[config.mk]
export PLATFORM = sky130hd
export DESIGN_NAME = upc_uart
export DESIGN_NICKNAME = d
export VERILOG_FILES = /design/src/design/upc_uart.v /design/src/design/upc_baud.v
export VERILOG_INCLUDE_DIRS = /design/src /design/src/design
export SDC_FILE = /design/constraint.sdc
export NUM_CORES = 1
export LEC_CHECK = 0
export BUFFER_PORTS_ARGS = -buffer_cell sky130_fd_sc_hd__buf_2
export CAP_MARGIN = 5
export CORE_MARGIN = 2
export CORE_UTILIZATION = 60
export CTS_BUF_LIST = sky130_fd_sc_hd__clkbuf_2 sky130_fd_sc_hd__clkbuf_4 sky130_fd_sc_hd__clkbuf_8
export DETAILED_ROUTE_END_ITERATION = 16
export GPL_TIMING_DRIVEN = 0
export PLACE_DENSITY = 0.82
export SYNTH_ARGS = -nofsm -noshare
export SYNTH_HDL_FRONTEND = slang
export SYNTH_SLANG_ARGS = --single-unit
[constraint.sdc]
create_clock -name clk_sys -period 5.78 [get_ports clk_sys]
set_clock_uncertainty 0.15 [all_clocks]
set_input_delay 0.289 -clock clk_sys [delete_from_list [all_inputs] [get_ports clk_sys]]
set_output_delay 0.289 -clock clk_sys [all_outputs]
set_load 0.01 [all_outputs]
[src/design/upc_regs.vh]
`ifndef UPC_REGS_VH
`define UPC_REGS_VH

// Register addresses on the CPU register port
`define UPC_ADDR_CON_HIGH  8'hEE
`define UPC_ADDR_CON_LOW   8'hEF
`define UPC_ADDR_DATA      8'hF0
`define UPC_ADDR_BAUD      8'hF1

// Reset values
`define UPC_RESET_CON      8'h00
`define UPC_RESET_DATA     8'h00
`define UPC_RESET_BAUD     8'h00

// High control register fields
`define UPC_H_MODE         7:6
`define UPC_H_FILTER       5
`define UPC_H_RX_ALLOW     4
`define UPC_H_TX_NINTH     3
`define UPC_H_RX_NINTH     2
`define UPC_H_RX_IRQ_ALLOW 1
`define UPC_H_RX_PEND      0

// Low control register fields
`define UPC_L_PAR_GEN      7
`define UPC_L_TX_PAR_ODD   6
`define UPC_L_RX_PAR_ODD   5
`define UPC_L_PAR_ERR      4
`define UPC_L_CLK_SEL      3:2
`define UPC_L_TX_IRQ_ALLOW 1
`define UPC_L_TX_PEND      0

// Operating modes
`define UPC_MODE_SHIFT     2'b00
`define UPC_MODE_ASYNC8    2'b01
`define UPC_MODE_ASYNC9F   2'b10
`define UPC_MODE_ASYNC9V   2'b11

// Clock select codes
`define UPC_CLK_DIV8       2'b00
`define UPC_CLK_DIV4       2'b01
`define UPC_CLK_DIV2       2'b10
`define UPC_CLK_DIV1       2'b11

// Oversampling: sixteen ticks per bit, sample on the eighth
`define UPC_OS_LAST        4'hF
`define UPC_OS_MID         4'h7

// Bit indices inside a frame (0 is the start bit)
`define UPC_BIT_M0_LAST    4'h7
`define UPC_BIT_NINTH      4'h9
`define UPC_BIT_STOP8      4'h9
`define UPC_BIT_STOP9      4'hA

`endif

[src/design/upc_uart.v]
`include "upc_regs.vh"

// Functional notes
// - Mode field picks shift mode, 8-bit async, 9-bit fixed /16, 9-bit divided.
// - Filter enable bit turns on multidrop filtering in async modes.
// - 9-bit modes with filter: no receive pending when ninth bit is zero.
// - 8-bit mode with filter: no receive pending without valid stop bit.
// - Receive allow bit gates reception; zero disables the receiver.
// - 9-bit modes, parity off: control bit is the transmitted ninth bit.
// - 9-bit modes, parity off: received ninth bit stored in control bit.
// - Receive pending reads 1, cleared by writing 0; request needs allow bit.
// - In 9-bit modes parity generation replaces the software ninth bit.
// - Separate transmit and receive parity sense bits: 0 even, 1 odd.
// - Parity error bit set on mismatch, zero on a matching frame.
// - Clock select divides system clock by 8, 4, 2 or 1.
// - Transmit pending reads 1, cleared by writing 0; request needs allow.
// - Shift mode: receive pending set after eighth bit shifted in.
// - 8-bit mode: receive pending set at stop bit midpoint.
// - 9-bit modes: receive pending set at ninth bit midpoint.
// - Shift mode: transmit pending set after eighth bit shifted out.
// - Async modes: transmit pending set at start of stop bit.
// - Writing the data buffer starts a transmit shift.
// - High control register resets to zero.
// - Low control register resets to zero.
// - Shift mode receives when pending 0 and allowed; async on start bit.
// - Shift mode moves 8 bits LSB first on data pin; clock on other pin.
// - 8-bit frame: zero start, eight data LSB first, one stop.
module upc_uart (
  input  wire       clk_sys,
  input  wire       reset_n,
  input  wire [7:0] reg_addr,
  input  wire       reg_wr,
  input  wire       reg_rd,
  input  wire [7:0] reg_wdata,
  output reg  [7:0] reg_rdata_q,
  input  wire       serial_in_pin_i,
  output reg        serial_in_pin_out_q,
  output reg        serial_in_pin_oe_q,
  output reg        serial_out_pin_q,
  output reg        rx_irq_q,
  output reg        tx_irq_q
);

  // Even parity bit makes the ones count even; odd sense inverts it
  function par_bit;
    input [7:0] data;
    input       odd;
    begin
      par_bit = (^data) ^ odd;
    end
  endfunction

  // Oversampling tick position within a bit period
  function os_last;
    input [3:0] cnt;
    begin
      os_last = (cnt == `UPC_OS_LAST);
    end
  endfunction

  function os_mid;
    input [3:0] cnt;
    begin
      os_mid = (cnt == `UPC_OS_MID);
    end
  endfunction

  function addr_is;
    input [7:0] addr;
    input [7:0] target;
    begin
      addr_is = (addr == target);
    end
  endfunction

  reg  [7:0]  con_high_q;
  reg  [7:0]  con_low_q;
  reg  [7:0]  baud_divisor_q;
  reg  [7:0]  rx_buffer_q;
  reg  [7:0]  con_high_d;
  reg  [7:0]  con_low_d;

  reg         tx_busy_q;
  reg         tx_m0_rx_q;
  reg  [3:0]  tx_cnt_q;
  reg  [3:0]  tx_bit_q;
  reg  [10:0] tx_frame_q;

  reg         rx_busy_q;
  reg  [3:0]  rx_cnt_q;
  reg  [3:0]  rx_bit_q;
  reg  [7:0]  rx_shift_q;

  wire        os_tick;
  wire [1:0]  mode     = con_high_q[`UPC_H_MODE];
  wire        m0       = (mode == `UPC_MODE_SHIFT);
  wire        nine     = mode[1];
  wire        par_on   = nine & con_low_q[`UPC_L_PAR_GEN];
  wire        wr_high  = reg_wr & addr_is(reg_addr, `UPC_ADDR_CON_HIGH);
  wire        wr_low   = reg_wr & addr_is(reg_addr, `UPC_ADDR_CON_LOW);
  wire        wr_data  = reg_wr & addr_is(reg_addr, `UPC_ADDR_DATA);
  wire        wr_baud  = reg_wr & addr_is(reg_addr, `UPC_ADDR_BAUD);
  wire [3:0]  stop_idx = nine ? `UPC_BIT_STOP9 : `UPC_BIT_STOP8;
  wire [3:0]  rx_last  = nine ? `UPC_BIT_STOP9 : `UPC_BIT_STOP8;

  reg         tx_start;
  reg         m0_rx_start;
  reg         tx_bit_end;
  reg         tx_set;
  reg         m0_rx_set;
  reg         rx_mid;
  reg         rx_frame_evt;
  reg         rx_set;
  reg         ninth_upd;
  reg         perr_upd;
  reg         perr_val;
  reg         tx_ninth;

  upc_baud u_baud (
    .clk_sys    (clk_sys),
    .reset_n    (reset_n),
    .clk_sel    (con_low_q[`UPC_L_CLK_SEL]),
    .fixed_rate (mode == `UPC_MODE_ASYNC9F),
    .divisor    (baud_divisor_q),
    .os_tick_q  (os_tick)
  );

  always @* begin
    // A data write while a shift is running is dropped
    tx_start     = wr_data & ~tx_busy_q;
    m0_rx_start  = m0 & ~tx_busy_q & ~wr_data & ~con_high_q[`UPC_H_RX_PEND]
                   & con_high_q[`UPC_H_RX_ALLOW];
    tx_bit_end   = tx_busy_q & os_tick & os_last(tx_cnt_q);
    tx_set       = tx_bit_end & ~tx_m0_rx_q &
                   (m0 ? (tx_bit_q == `UPC_BIT_M0_LAST)
                       : ((tx_bit_q + 4'h1) == stop_idx));
    m0_rx_set    = tx_bit_end & tx_m0_rx_q & (tx_bit_q == `UPC_BIT_M0_LAST);
    rx_mid       = rx_busy_q & os_tick & os_mid(rx_cnt_q);
    rx_frame_evt = rx_mid & ~m0 & (rx_bit_q == `UPC_BIT_NINTH);
    // Same test covers stop bit in 8-bit mode and ninth bit in 9-bit modes
    rx_set       = m0_rx_set | (rx_frame_evt &
                   ~(con_high_q[`UPC_H_FILTER] & ~serial_in_pin_i));
    ninth_upd    = rx_frame_evt & nine & ~par_on;
    perr_upd     = rx_frame_evt & par_on;
    perr_val     = serial_in_pin_i !=
                   par_bit(rx_shift_q, con_low_q[`UPC_L_RX_PAR_ODD]);
    tx_ninth     = ~nine ? 1'b1 :
                   par_on ? par_bit(reg_wdata, con_low_q[`UPC_L_TX_PAR_ODD])
                          : con_high_q[`UPC_H_TX_NINTH];
  end

  // Hardware set wins over a software clear in the same cycle
  always @* begin
    con_high_d = con_high_q;
    con_low_d  = con_low_q;
    if (wr_high) begin
      con_high_d[7:1] = reg_wdata[7:1];
      if (!reg_wdata[`UPC_H_RX_PEND])
        con_high_d[`UPC_H_RX_PEND] = 1'b0;
    end
    if (wr_low) begin
      con_low_d[7:1] = reg_wdata[7:1];
      if (!reg_wdata[`UPC_L_TX_PEND])
        con_low_d[`UPC_L_TX_PEND] = 1'b0;
    end
    if (ninth_upd)
      con_high_d[`UPC_H_RX_NINTH] = serial_in_pin_i;
    if (perr_upd)
      con_low_d[`UPC_L_PAR_ERR] = perr_val;
    if (rx_set)
      con_high_d[`UPC_H_RX_PEND] = 1'b1;
    if (tx_set)
      con_low_d[`UPC_L_TX_PEND] = 1'b1;
  end

  always @(posedge clk_sys or negedge reset_n) begin
    if (!reset_n) begin
      con_high_q     <= `UPC_RESET_CON;
      con_low_q      <= `UPC_RESET_CON;
      baud_divisor_q <= `UPC_RESET_BAUD;
      rx_buffer_q    <= `UPC_RESET_DATA;
      reg_rdata_q    <= 8'h00;
      rx_irq_q       <= 1'b0;
      tx_irq_q       <= 1'b0;
    end else begin
      con_high_q <= con_high_d;
      con_low_q  <= con_low_d;
      if (wr_baud)
        baud_divisor_q <= reg_wdata;
      if (m0_rx_set)
        rx_buffer_q <= tx_frame_q[7:0];
      else if (rx_set)
        rx_buffer_q <= rx_shift_q;
      rx_irq_q <= con_high_d[`UPC_H_RX_PEND] & con_high_d[`UPC_H_RX_IRQ_ALLOW];
      tx_irq_q <= con_low_d[`UPC_L_TX_PEND] & con_low_d[`UPC_L_TX_IRQ_ALLOW];
      if (reg_rd) begin
        case (reg_addr)
          `UPC_ADDR_CON_HIGH: reg_rdata_q <= con_high_q;
          `UPC_ADDR_CON_LOW:  reg_rdata_q <= con_low_q;
          `UPC_ADDR_DATA:     reg_rdata_q <= rx_buffer_q;
          `UPC_ADDR_BAUD:     reg_rdata_q <= baud_divisor_q;
          default:            reg_rdata_q <= 8'h00;
        endcase
      end
    end
  end

  // Transmitter; in shift mode it also runs the clocked receive shift,
  // since both directions share the data pin there
  always @(posedge clk_sys or negedge reset_n) begin
    if (!reset_n) begin
      tx_busy_q           <= 1'b0;
      tx_m0_rx_q          <= 1'b0;
      tx_cnt_q            <= 4'h0;
      tx_bit_q            <= 4'h0;
      tx_frame_q          <= 11'h7FF;
      serial_out_pin_q    <= 1'b1;
      serial_in_pin_out_q <= 1'b1;
      serial_in_pin_oe_q  <= 1'b0;
    end else if (tx_start) begin
      tx_busy_q  <= 1'b1;
      tx_m0_rx_q <= 1'b0;
      tx_cnt_q   <= 4'h0;
      tx_bit_q   <= 4'h0;
      if (m0) begin
        tx_frame_q          <= {3'h7, reg_wdata};
        serial_in_pin_out_q <= reg_wdata[0];
        serial_in_pin_oe_q  <= 1'b1;
        serial_out_pin_q    <= 1'b0;
      end else begin
        tx_frame_q       <= {1'b1, tx_ninth, reg_wdata, 1'b0};
        serial_out_pin_q <= 1'b0;
      end
    end else if (m0_rx_start) begin
      tx_busy_q          <= 1'b1;
      tx_m0_rx_q         <= 1'b1;
      tx_cnt_q           <= 4'h0;
      tx_bit_q           <= 4'h0;
      serial_in_pin_oe_q <= 1'b0;
      serial_out_pin_q   <= 1'b0;
    end else if (tx_busy_q && os_tick) begin
      tx_cnt_q <= tx_cnt_q + 4'h1;
      if (m0) begin
        if (os_mid(tx_cnt_q)) begin
          serial_out_pin_q <= 1'b1;
          if (tx_m0_rx_q)
            tx_frame_q[7:0] <= {serial_in_pin_i, tx_frame_q[7:1]};
        end
        if (os_last(tx_cnt_q)) begin
          tx_bit_q <= tx_bit_q + 4'h1;
          if (tx_bit_q == `UPC_BIT_M0_LAST) begin
            tx_busy_q          <= 1'b0;
            serial_out_pin_q   <= 1'b1;
            serial_in_pin_oe_q <= 1'b0;
          end else begin
            serial_out_pin_q <= 1'b0;
            if (!tx_m0_rx_q) begin
              tx_frame_q          <= {1'b1, tx_frame_q[10:1]};
              serial_in_pin_out_q <= tx_frame_q[1];
            end
          end
        end
      end else if (os_last(tx_cnt_q)) begin
        tx_bit_q <= tx_bit_q + 4'h1;
        if (tx_bit_q == stop_idx) begin
          tx_busy_q        <= 1'b0;
          serial_out_pin_q <= 1'b1;
        end else begin
          tx_frame_q       <= {1'b1, tx_frame_q[10:1]};
          serial_out_pin_q <= tx_frame_q[1];
        end
      end
    end
  end

  // Asynchronous receiver; a start bit that is high at mid-bit is treated
  // as a glitch and the receiver returns to hunting
  always @(posedge clk_sys or negedge reset_n) begin
    if (!reset_n) begin
      rx_busy_q  <= 1'b0;
      rx_cnt_q   <= 4'h0;
      rx_bit_q   <= 4'h0;
      rx_shift_q <= 8'h00;
    end else if (!con_high_q[`UPC_H_RX_ALLOW] || m0) begin
      rx_busy_q <= 1'b0;
    end else if (!rx_busy_q) begin
      if (os_tick && !serial_in_pin_i) begin
        rx_busy_q <= 1'b1;
        rx_cnt_q  <= 4'h0;
        rx_bit_q  <= 4'h0;
      end
    end else if (os_tick) begin
      rx_cnt_q <= rx_cnt_q + 4'h1;
      if (os_mid(rx_cnt_q)) begin
        rx_bit_q <= rx_bit_q + 4'h1;
        if (rx_bit_q == 4'h0 && serial_in_pin_i)
          rx_busy_q <= 1'b0;
        else if (rx_bit_q == rx_last)
          rx_busy_q <= 1'b0;
        else if (rx_bit_q != 4'h0 && rx_bit_q < `UPC_BIT_NINTH)
          rx_shift_q <= {serial_in_pin_i, rx_shift_q[7:1]};
      end
    end
  end

endmodule // upc_uart

[src/design/upc_baud.v]
`include "upc_regs.vh"

// Oversampling tick: system clock prescaled by the clock select field,
// then divided by divisor+1 unless the fixed divide-by-16 mode is active.
module upc_baud (
  input  wire       clk_sys,
  input  wire       reset_n,
  input  wire [1:0] clk_sel,
  input  wire       fixed_rate,
  input  wire [7:0] divisor,
  output reg        os_tick_q
);

  reg  [2:0] pre_q;
  reg  [7:0] div_cnt_q;
  reg        port_tick;

  always @* begin
    case (clk_sel)
      `UPC_CLK_DIV8: port_tick = (pre_q == 3'h7);
      `UPC_CLK_DIV4: port_tick = (pre_q[1:0] == 2'h3);
      `UPC_CLK_DIV2: port_tick = pre_q[0];
      default:       port_tick = 1'b1;
    endcase
  end

  always @(posedge clk_sys or negedge reset_n) begin
    if (!reset_n) begin
      pre_q     <= 3'h0;
      div_cnt_q <= 8'h00;
      os_tick_q <= 1'b0;
    end else begin
      pre_q     <= pre_q + 3'h1;
      os_tick_q <= 1'b0;
      if (port_tick) begin
        if (fixed_rate) begin
          os_tick_q <= 1'b1;
          div_cnt_q <= 8'h00;
        end else if (div_cnt_q >= divisor) begin
          // >= keeps the counter sane when the divisor is lowered mid-count
          os_tick_q <= 1'b1;
          div_cnt_q <= 8'h00;
        end else begin
          div_cnt_q <= div_cnt_q + 8'h01;
        end
      end
    end
  end

endmodule // upc_baud

# After elaboration in Yosys (flattened, before gate mapping)
# Cells that the tools add are included.
[totals]
register_bits = 95
word_cells = 227
output_inout_bits = 13
in_bits = 21
[op_classes]
n_mux = 85
addsub = 6
order_cmp = 2
bitwise_logic = 41
eq_ne = 29
n_reduce_logical = 37
[op_table]
columns = ["cell", "n"]
rows = [
  ["two-way mux 11 bit", 9],
  ["two-way mux 4 bit", 13],
  ["two-way mux 1 bit", 51],
  ["two-way mux 8 bit", 6],
  ["== test 8 bit, second input constant", 4],
  ["one-hot mux 8 bit (4 select lines)", 1],
  ["AND 1 bit", 27],
  ["adder 4 x 1 -> 4 bit, second input constant", 4],
  ["nonzero test 4 bit", 4],
  ["XOR reduction 8 bit", 2],
  ["AND reduction 7 bit", 2],
  ["nonzero test 2 bit", 7],
  ["== test 4 x 3 -> 1 bit, second input constant", 3],
  ["== test 4 bit", 3],
  ["AND reduction 4 bit", 3],
  ["nonzero test 3 bit", 4],
  ["NOT 1 bit", 11],
  ["two-way mux 10 bit", 1],
  ["inequality test 3 bit, second input constant", 3],
  ["adder 8 x 1 -> 8 bit, second input constant", 1],
  ["== test 4 bit, second input constant", 2],
  [">= comparator 8 bit", 1],
  ["== test 2 bit, second input constant", 3],
  ["inequality test 2 x 1 -> 1 bit, second input constant", 3],
  ["23 further kinds", 32],
]

# Depth between registers and ports, before layout
# Gate-level depths: netlist (run 1).
[logic_depth]
ltp_word = 9
mapped_depth = 9
mapped_depth_nobuf = 8

# By module
# Synthesis (run 1) repeated with hierarchy kept, for this count alone.
[hier_totals]
cells_unflattened = 520
area_unflattened_um2 = 5330.1
[by_module_without_submodules]
columns = ["mod", "seq_area_each_um2", "instances", "area_each_um2", "cells_per_inst"]
rows = [
  ["upc_uart", 2093.3, 1, 4489.3, 438],
  ["upc_baud", 300.3, 1, 840.8, 82],
]

# Least setup slack after synthesis (run 1)
# No wires, ideal clock.
[synth_path]
path_kind = "reg2reg"
start = "register u_baud.div_cnt_q[5]"
end = "register u_baud.div_cnt_q[0]"
setup_ns = 0.066
t_arrival_ns = 1.927
t_required_ns = 5.564
slack_ns = 3.638
synth_period_minus_slack_ns = 2.142
path_buffers = 0
path_stages_with_launch = 8
path_cell_list = "dfrtp_1 > ha_1 > a21o_1 > a21o_1 > a221oi_1 > o21ai_1 > nor2_1 > mux2_2"
[synth_between]
elab_chain_len = 3
[synth_lines]
columns = ["element", "line", "rtl"]
rows = [
  ["start, declared", "upc_baud.v:15", "reg [7:0] div_cnt_q;"],
  ["start signal, assigned", "upc_baud.v:44", "div_cnt_q <= div_cnt_q + 8'h01;"],
  [">= comparator 8 bit", "upc_baud.v:39", "end else if (div_cnt_q >= divisor) begin"],
  ["two-way mux 8 bit", "upc_baud.v:39", ""],
  ["two-way mux 8 bit", "upc_baud.v:36", "if (fixed_rate) begin"],
]
# No other way between the ends.
# A chain may end at the register's enable or synchronous reset.

# Worst setup path in the final report (run 1)
# Same ends and word-level chain as after synthesis.

==> results.md, run 1 <==
* Worst EP required at 5940 ps
* Nets at approximately 600
* Sink Count at 95
* Achievable Freq at between 300 and 400 MHz
* ANT cells at 0
* Total power at 1.51 mW
* Vias per Instance at ~6.2
* WL per Instance at about 18 µm
* Postcts setup bufs at 0
* Full die area at ~0.0095 mm²
* Hold_sp: reg_wdata[3]
* Crit Reg-Reg Startpoint: u_baud.div_cnt_q[5]
* Initial Util at between 60% and 70%
* Worst hold stages at 2
* Max Root-Sink Buffers at 2
* Initial drt markers at between 200 and 300
* CTS H-Tree Depth at 3
* Die X at 97.3 µm
* Cell area after layout at 0.00576 mm²
* Initial DRT Pass Iterations at 5
* Area contributors post-synth: dfrtp_1 (39%), dfstp_2 (6.5%), mux2_2 (6.5%)
* Die Ht at between 90 and 100 µm
* Setup WS post-layout at between 3000 and 4000 ps
* Final Cycle Share at 43.8%
* Avg Cell Area, Syn at between 10 and 15 µm²
* Post-CTS sizing at 0
* Post-synth EDFFs at 0
* R2R Path End: u_baud.div_cnt_q[0]
* Clk Latency, worst-skew pair at roughly 370 ps
* DP Area at around 0.0055 mm²
* Area leader, netlist: dfrtp_1
* Slew at the pin with the worst max-slew slack at 714 ps
* Crit-path max FO at 7
* Switching pwr at 0.462 mW
* Commonest non-fill, non-tap cell in the layout: dfrtp_1
* Vias at 4148
* # rows at 34
* Fin. max-slew vios at 0
* Post-synthesis sequential area ratio at about 46%
* Layout area overhead at 10.3%
* Pwr/cell area at between 200 and 300 mW/mm²
* Clk root buf: clkbuf_8
* RSZ-0062 raised after global routing: no
* Sink of the worst hold path: con_low_q[3]
* Top FF cell, synth: dfrtp_1
* Unique cell type count in the Yosys netlist at 57
* DRC errors left at 0
* Leak Pwr at 2.59 nW
* Max cap viols at 0
* Synth Net Count at approximately 550
* Synthesized flop and latch total at 95
* Setup_tns at 0 ps
* Max-Slew Margin vs Limit at a little over half
* First-pass GRT wire length at roughly 20000 µm
* Worst Hold Class: in2reg
* GRT overflow at 0
* Worst reg2reg path depth at 7
* Pin count of the biggest net entering global routing at 53
* Final min period at 2530 ps
* Post-synth top area share at 39.3%
* Filler instances at between 600 and 700
* Post-synthesis async set-or-reset flop share at between 90% and 100%
* DP Worst Slack at around 3300 ps
* Detailed placement HPWL at 8680 µm
* TritonCTS clock tree: built
* Clk slew on worst S/H paths at 100 ps
* Status: complete, no violations
* Mapped Cells at around 510
* Commonest non-fill, non-tap cells in the layout: dfrtp_1 (82), nor2_1 (43), buf_2 (39)
* Final GP Congestion at just under 0.9
* Layout cells sized above 1 at between 20% and 30%
* Hold Violations, Final at 0
* Hold Slack at between 100 and 150 ps
* # setup viols final at 0
* Synth Cell Area at around 0.0052 mm²
* CP endpoint kind: flop
* Switching part of the total at a little under a third
* IO buf count at 32
* WP data arrival at 2690 ps
* YS warnings at 0
* Top-Level Pins at 34
* CP startpoint kind: flop
* Sequential Power Share at between 50% and 60%
* Gr usage total at between 20% and 30%
* Clock network power share at ~30%
* CTS Buf Count at 9
* Initial antenna violation count at 0
* Worst R2R Setup Slack at between 3000 and 4000 ps
* Peak VDD IR at ~0.17 mV
* Combinational share of power at 17.7%
* Final wirelength at ~12000 µm
* CP Class: reg2reg
* ANT nets after route at 0
* Vias in the first global route at 3986
* Cell Int Power at around 1.1 mW
* Core area at 0.00859 mm²
[cells in the mapped netlist (all sizes together) (4+ instances only)]
master	instances
nor2	44
nand3	16
dfrtp	82
xor2	7
a221oi	9
and3	10
nor3	16
mux2	30
o21ai	30
a22o	22
inv	28
nand4	4
xnor2	16
nor2b	8
dfstp	13
mux2i	16
nand2	41
clkbuf	5
a21o	7
a21oi	28
buf	12
o22ai	10
ha	18
[what timing repair did]
action,CTS,global route
endpoints found under the hold margin,43,0
endpoints found under the setup margin,0,0
hold buffers,1,0
[worst max-delay path, cell delays in order (launching register included)]
cell      delay, ps
dfrtp_1         450
ha_1            320
a21o_1          170
a21o_1          170
a221oi_1        310
o21ai_1         240
nor2_1          430
mux2_2          240
[how the worst max path moves through the flow]
stage / start / to / slack [ps]
floorplan: u_baud.div_cnt_q[5] / u_baud.div_cnt_q[0] / 3640
global placement: u_baud.div_cnt_q[5] / u_baud.div_cnt_q[0] / 3400
detailed placement: baud_divisor_q[5] / u_baud.div_cnt_q[0] / 3340
CTS: u_baud.div_cnt_q[5] / u_baud.div_cnt_q[0] / 3300
global route: baud_divisor_q[5] / u_baud.div_cnt_q[7] / 3050
finish: u_baud.div_cnt_q[5] / u_baud.div_cnt_q[0] / 3250
[metrics by stage]
| step | instances | util (%) |
|---|---|---|
| global route | 672 | 67.0 |
| detailed placement | 655 | 64.5 |
| CTS | 672 | 67.0 |
| global placement | 654 | 64.2 |
| finish | 672 | 67.0 |
| floorplan | 514 | - |
[cells by family (layout without fill, tap and decap cells)]
| kind of cell | after synthesis | in the layout | share of synthesized area, % |
|---|---|---|---|
| xor gates and xnor gates | 23 | 23 | 3.86 |
| DFF | 95 | 95 | 45.8 |
| muxes | 46 | 46 | 9.54 |
| buffers and inverters | 45 | 95 | 3.71 |
| adders and majority gates | 18 | 18 | 4.31 |
| and+or+nand+nor | 161 | 161 | 16.7 |
| AOI/OAI and AO/OA | 126 | 126 | 16.1 |
[registers in the layout (all words and copies together), names as in the netlist, 3 cells and up]
register,cells
baud_divisor_q,8
tx_bit_q,4
con_high_q,8
rx_buffer_q,8
tx_cnt_q,4
rx_shift_q,8
reg_rdata_q,8
tx_frame_q,11
con_low_q,8
rx_cnt_q,4
u_baud.pre_q,3
u_baud.div_cnt_q,8
rx_bit_q,4
[layer usage]
metal / GRT usage (%) / share of wire (%) / vias to the layer above
li1: - / - / 1946
met1: 37.3 / 45 / 2006
met3: 4.89 / 7.4 / 25
met4: 9.94 / 2.1 / 0
met5: 0 / 0 / -
met2: 40.7 / 46 / 171
[power by group through the flow]
| stage | sequential (mW) | combinational (mW) | clock (mW) |
|---|---|---|---|
| 2_1_floorplan | 0.787 | 0.192 | 0 |
| 5_1_grt | 0.803 | 0.302 | 0.483 |
| 3_3_place_gp | 0.801 | 0.252 | 0 |
| 4_1_cts | 0.792 | 0.267 | 0.454 |
| 3_5_place_dp | 0.804 | 0.265 | 0 |
| 6_report | 0.793 | 0.268 | 0.454 |
[cell type report]
| class | count | area (µm²) | area share, % |
|---|---|---|---|
| tap | 108 | 135 | 2.35 |
| clock buffer | 10 | 131 | 2.28 |
| timing repair buffer | 34 | 200 | 3.48 |
| inverter | 28 | 105 | 1.83 |
| clock inverter | 6 | 68.8 | 1.20 |
| multi-input combinational | 374 | 2630 | 45.8 |
| sequential | 95 | 2390 | 41.6 |
| buffer | 17 | 88.8 | 1.54 |
Power figures use the tool's default switching activity.
==> inputs of run 2 (changes only) <==
--- a/config.mk
+++ b/config.mk
@@ -6,6 +6,7 @@
 export SDC_FILE = /design/constraint.sdc
 export NUM_CORES = 1
 export LEC_CHECK = 0
+export ABC_AREA = 1
 export BUFFER_PORTS_ARGS = -buffer_cell sky130_fd_sc_hd__buf_2
 export CAP_MARGIN = 5
 export CORE_MARGIN = 2
==> constraint.sdc (replaced) <==
create_clock -name clk_sys -period 2.4 [get_ports clk_sys]
set_clock_uncertainty 0.15 [all_clocks]
set_input_delay 0.12 -clock clk_sys [delete_from_list [all_inputs] [get_ports clk_sys]]
set_output_delay 0.12 -clock clk_sys [all_outputs]
set_load 0.01 [all_outputs]
==> run 2 against run 1 <==
  * Flip-flop and latch count did not move
  * Worst hold slack got worse by 100 ps
  * Maximum frequency rose by 22%
  * Worst setup slack got worse by 2900 ps
  * Critical endpoint is now rx_buffer_q[5]
  * Die area rose by 7.4%
  * Clock power rose to 2.6 times the previous value
  * Power rose by 140%
  * Sequential power rose by 130%
  * Clock-buffer cell count did not move
  * Synthesized area rose by 7.7%
  * Synthesized cell count rose by 45%
==> results.md, run 2 <==
* Status: complete, no violations
* Worst Hold Class: in2reg
* WP data arrival at 2170 ps (-520 ps)
* CP startpoint kind: flop
* Sink of the worst hold path: baud_divisor_q[6]
* Worst reg2reg path depth at 9 (+2)
* ANT nets after route at 0 (unchanged)
* Commonest non-fill, non-tap cell in the layout: nand2_1
* R2R Path End: rx_buffer_q[5]
* Top FF cell, synth: dfrtp_1
* Slew at the pin with the worst max-slew slack at 562 ps (-151 ps)
* CP Class: reg2reg
* First-pass GRT wire length at 23400 µm (+18%)
* Vias per Instance at 5.69 (-7.8%)
* Initial drt markers at 418 (+40%)
* Die Ht at 101 µm (+3.6%)
* Initial antenna violation count at 0 (unchanged)
* Synth Cell Area at 0.00562 mm² (+7.7%)
* Pin count of the biggest net entering global routing at 56 (+5.7%)
* Critical Path Slowest Stage Cell: dfrtp_1
* Commonest non-fill, non-tap cells in the layout: nand2_1 (228), o21ai_0 (96), inv_1 (95)
* Post-synth top area share at 36.5% (-2.8 points)
* # rows at 35 (+2.9%)
* TritonCTS clock tree: built
* Post-synth EDFFs at 0 (unchanged)
* Fin util at 68.4% (+1.4 points)
* Crit Reg-Reg Startpoint: tx_cnt_q[0]
* Initial DRT Pass Iterations at 5 (unchanged)
* Filler instances at 734 (+14%)
* RSZ-0062 raised after global routing: no
* Avg Cell Area, Syn at 7.53 µm² (-26%)
* Synth Net Count at 786 (+42%)
* Core area at 0.00915 mm² (+6.5%)
* ANT cells at 0 (unchanged)
* DP Area at 0.00595 mm² (+7.2%)
* Detailed placement HPWL at 10500 µm (+21%)
* Nets at 838 (+40%)
* Final min period at 2080 ps (-451 ps)
* Crit-path max FO at 10 (+3)
* Most frequent cells after synthesis: nand2_1 (228), o21ai_0 (96), inv_1 (95)
* Max-Slew Margin vs Limit at 62.5% (+10 points)
* Full die area at 0.0102 mm² (+7.4%)
* Final GP Congestion at 0.959 (+9.2%)
* Hold Violations, Final at 0 (unchanged)
* Gr usage total at 29.2% (+2.9 points)
* Layout cells sized above 1 at 13.2% (-7.9 points)
* Top-Level Pins at 34 (unchanged)
* Layout area overhead at 11.3%
* Area contributors post-synth: dfrtp_1 (36%), nand2_1 (15%), o21ai_0 (8.5%)
* GRT overflow at 0 (unchanged)
* Multi-input gate area at 0.00276 mm² (+4.7%)
* Leak Pwr at 3.26 nW (+26%)
* Clk root buf: clkbuf_8
* Final wirelength at 14000 µm (+15%)
* Crit path buf inv count at 2 (+2)
* Max Root-Sink Buffers at 2 (unchanged)
* CTS H-Tree Depth at 3 (unchanged)
* Fin. max-slew vios at 0 (unchanged)
* Worst hold stages at 3 (+1)
* Clk slew on worst S/H paths at 110 ps (about the same)
* Post-synthesis async set-or-reset flop share at 100% (unchanged)
* YS warnings at 0 (unchanged)
* CP endpoint kind: flop
* CTS Buf Count at 9 (unchanged)
* Flip-flop and latch area at 0.00239 mm² (unchanged)
* Most frequent cell after synthesis: nand2_1
* Vias in the first global route at 4956 (+24%)
* Worst stage delay on the critical path at 400 ps (-50 ps)
* Pwr/cell area at 573 mW/mm² (+120%)
* Cell Chain, Critical Path: ha_1 -> nand2_1 -> nor2_4 -> inv_2 -> nor2_8 -> nand3_4 -> buf_2 -> o21ai_0 -> o21ai_1
* WL per Instance at 15.3 µm (-16%)
* CTS Hold Bufs at 9 (+8)
* Final Cycle Share at 86.6% (+43 points)
* Worst EP required at 2490 ps (-3450 ps)
* Vias at 5208 (+26%)
* Initial Util at 61.4% (+0.69 points)
* Post-synthesis sequential area ratio at 42.6% (-3.3 points)
* Sink Count at 95 (unchanged)
* Unique cell type count in the Yosys netlist at 40 (-30%)
* Post-CTS sizing at 0 (unchanged)
* DP Worst Slack at 469 ps (-2870 ps)
* Clk Latency, worst-skew pair at 380 ps (about the same)
* Hold Slack at 3.97 ps (-102 ps)
* # setup viols final at 0 (unchanged)
* Peak VDD IR at 0.328 mV (+91%)
* Area leader, netlist: dfrtp_1
* Achievable Freq at 481 MHz (+22%)
* Mapped Cells at 747 (+45%)
* DRC errors left at 0 (unchanged)
* Setup_tns at 0 ps (unchanged)
* Max cap viols at 0 (unchanged)
* IO buf count at 31 (-3.1%)
* Postcts setup bufs at 0 (unchanged)
* Setup WS post-layout at 322 ps (-2930 ps)
* Synthesized flop and latch total at 95 (unchanged)
* Top reg by flops: tx_frame_q
* Worst R2R Setup Slack at 320 ps (-2930 ps)
* Cell area after layout at 0.00626 mm² (+8.7%)
* Critical path's top delay family: simple AND/OR/NAND/NOR gates
* Hold_sp: reg_wdata[6]
* Die X at 101 µm (+3.6%)
* Max FFs per register at 11 (unchanged)
==> run 2: through the flow <==
| stage | power [mW] | std cells |
|---|---|---|
| CTS | 3.59 | 915 |
| finish | 3.58 | 915 |
| global route | 3.76 | 915 |
| floorplan | 2.20 | 747 |
| global placement | 2.35 | 889 |
| detailed placement | 2.41 | 890 |
==> run 2: layer usage <==
layer | track usage [%] | up-vias | part of all wire (%)
met1 | 38.9 | 2417 | 43
li1 | - | 2516 | -
met3 | 3.12 | 42 | 6.3
met2 | 48.6 | 233 | 47
met5 | 0 | - | 0
met4 | 12.1 | 0 | 3.5
==> run 2: kinds of logic (layout without fill, tap and decap cells) <==
group / after synthesis / after routing / share of synthesized area (%)
AO/OA/AOI/OAI: 145 / 145 / 13.7
XOR/XNOR: 17 / 17 / 2.65
adder cells (fa/ha/maj): 18 / 18 / 4.00
buffers and inverters: 116 / 173 / 8.41
flip-flops: 95 / 95 / 42.6
AND/OR/NAND/NOR: 356 / 356 / 28.7
==> run 2: worst min-delay path: stages <==
cell and delay, ps:
clkbuf_1 190, nand2_1 110, o21ai_0 60
==> run 2: worst max path at each step <==
| stage | cells after the start | slack, ps | startpoint | end |
|---|---|---|---|---|
| global placement | 1 | 200 | reset_n | rx_cnt_q[3] |
| finish | 9 | 320 | tx_cnt_q[0] | rx_buffer_q[5] |
| floorplan | 11 | 700 | tx_cnt_q[0] | rx_buffer_q[0] |
| global route | 9 | 170 | tx_cnt_q[0] | rx_buffer_q[5] |
| detailed placement | 9 | 470 | tx_cnt_q[0] | rx_buffer_q[7] |
| CTS | 9 | 340 | tx_cnt_q[0] | rx_buffer_q[5] |
==> run 2: layout make-up <==
cell class	count	area share [%]
clock buffer	10	2.10
inverter	100	6.00
multi-input combinational	536	44.1
tap	111	2.22
sequential	95	38.2
timing repair buffer	41	4.40
clock inverter	6	1.44
buffer	16	1.56
==> run 2: power by group <==
part | total [mW] | switching (mW) | internal, mW | leakage [nW]
Clock | 1.19 | 0.582 | 0.605 | 0.111
Sequential | 1.84 | 0.120 | 1.72 | 1.10
Combinational | 0.559 | 0.341 | 0.219 | 2.05
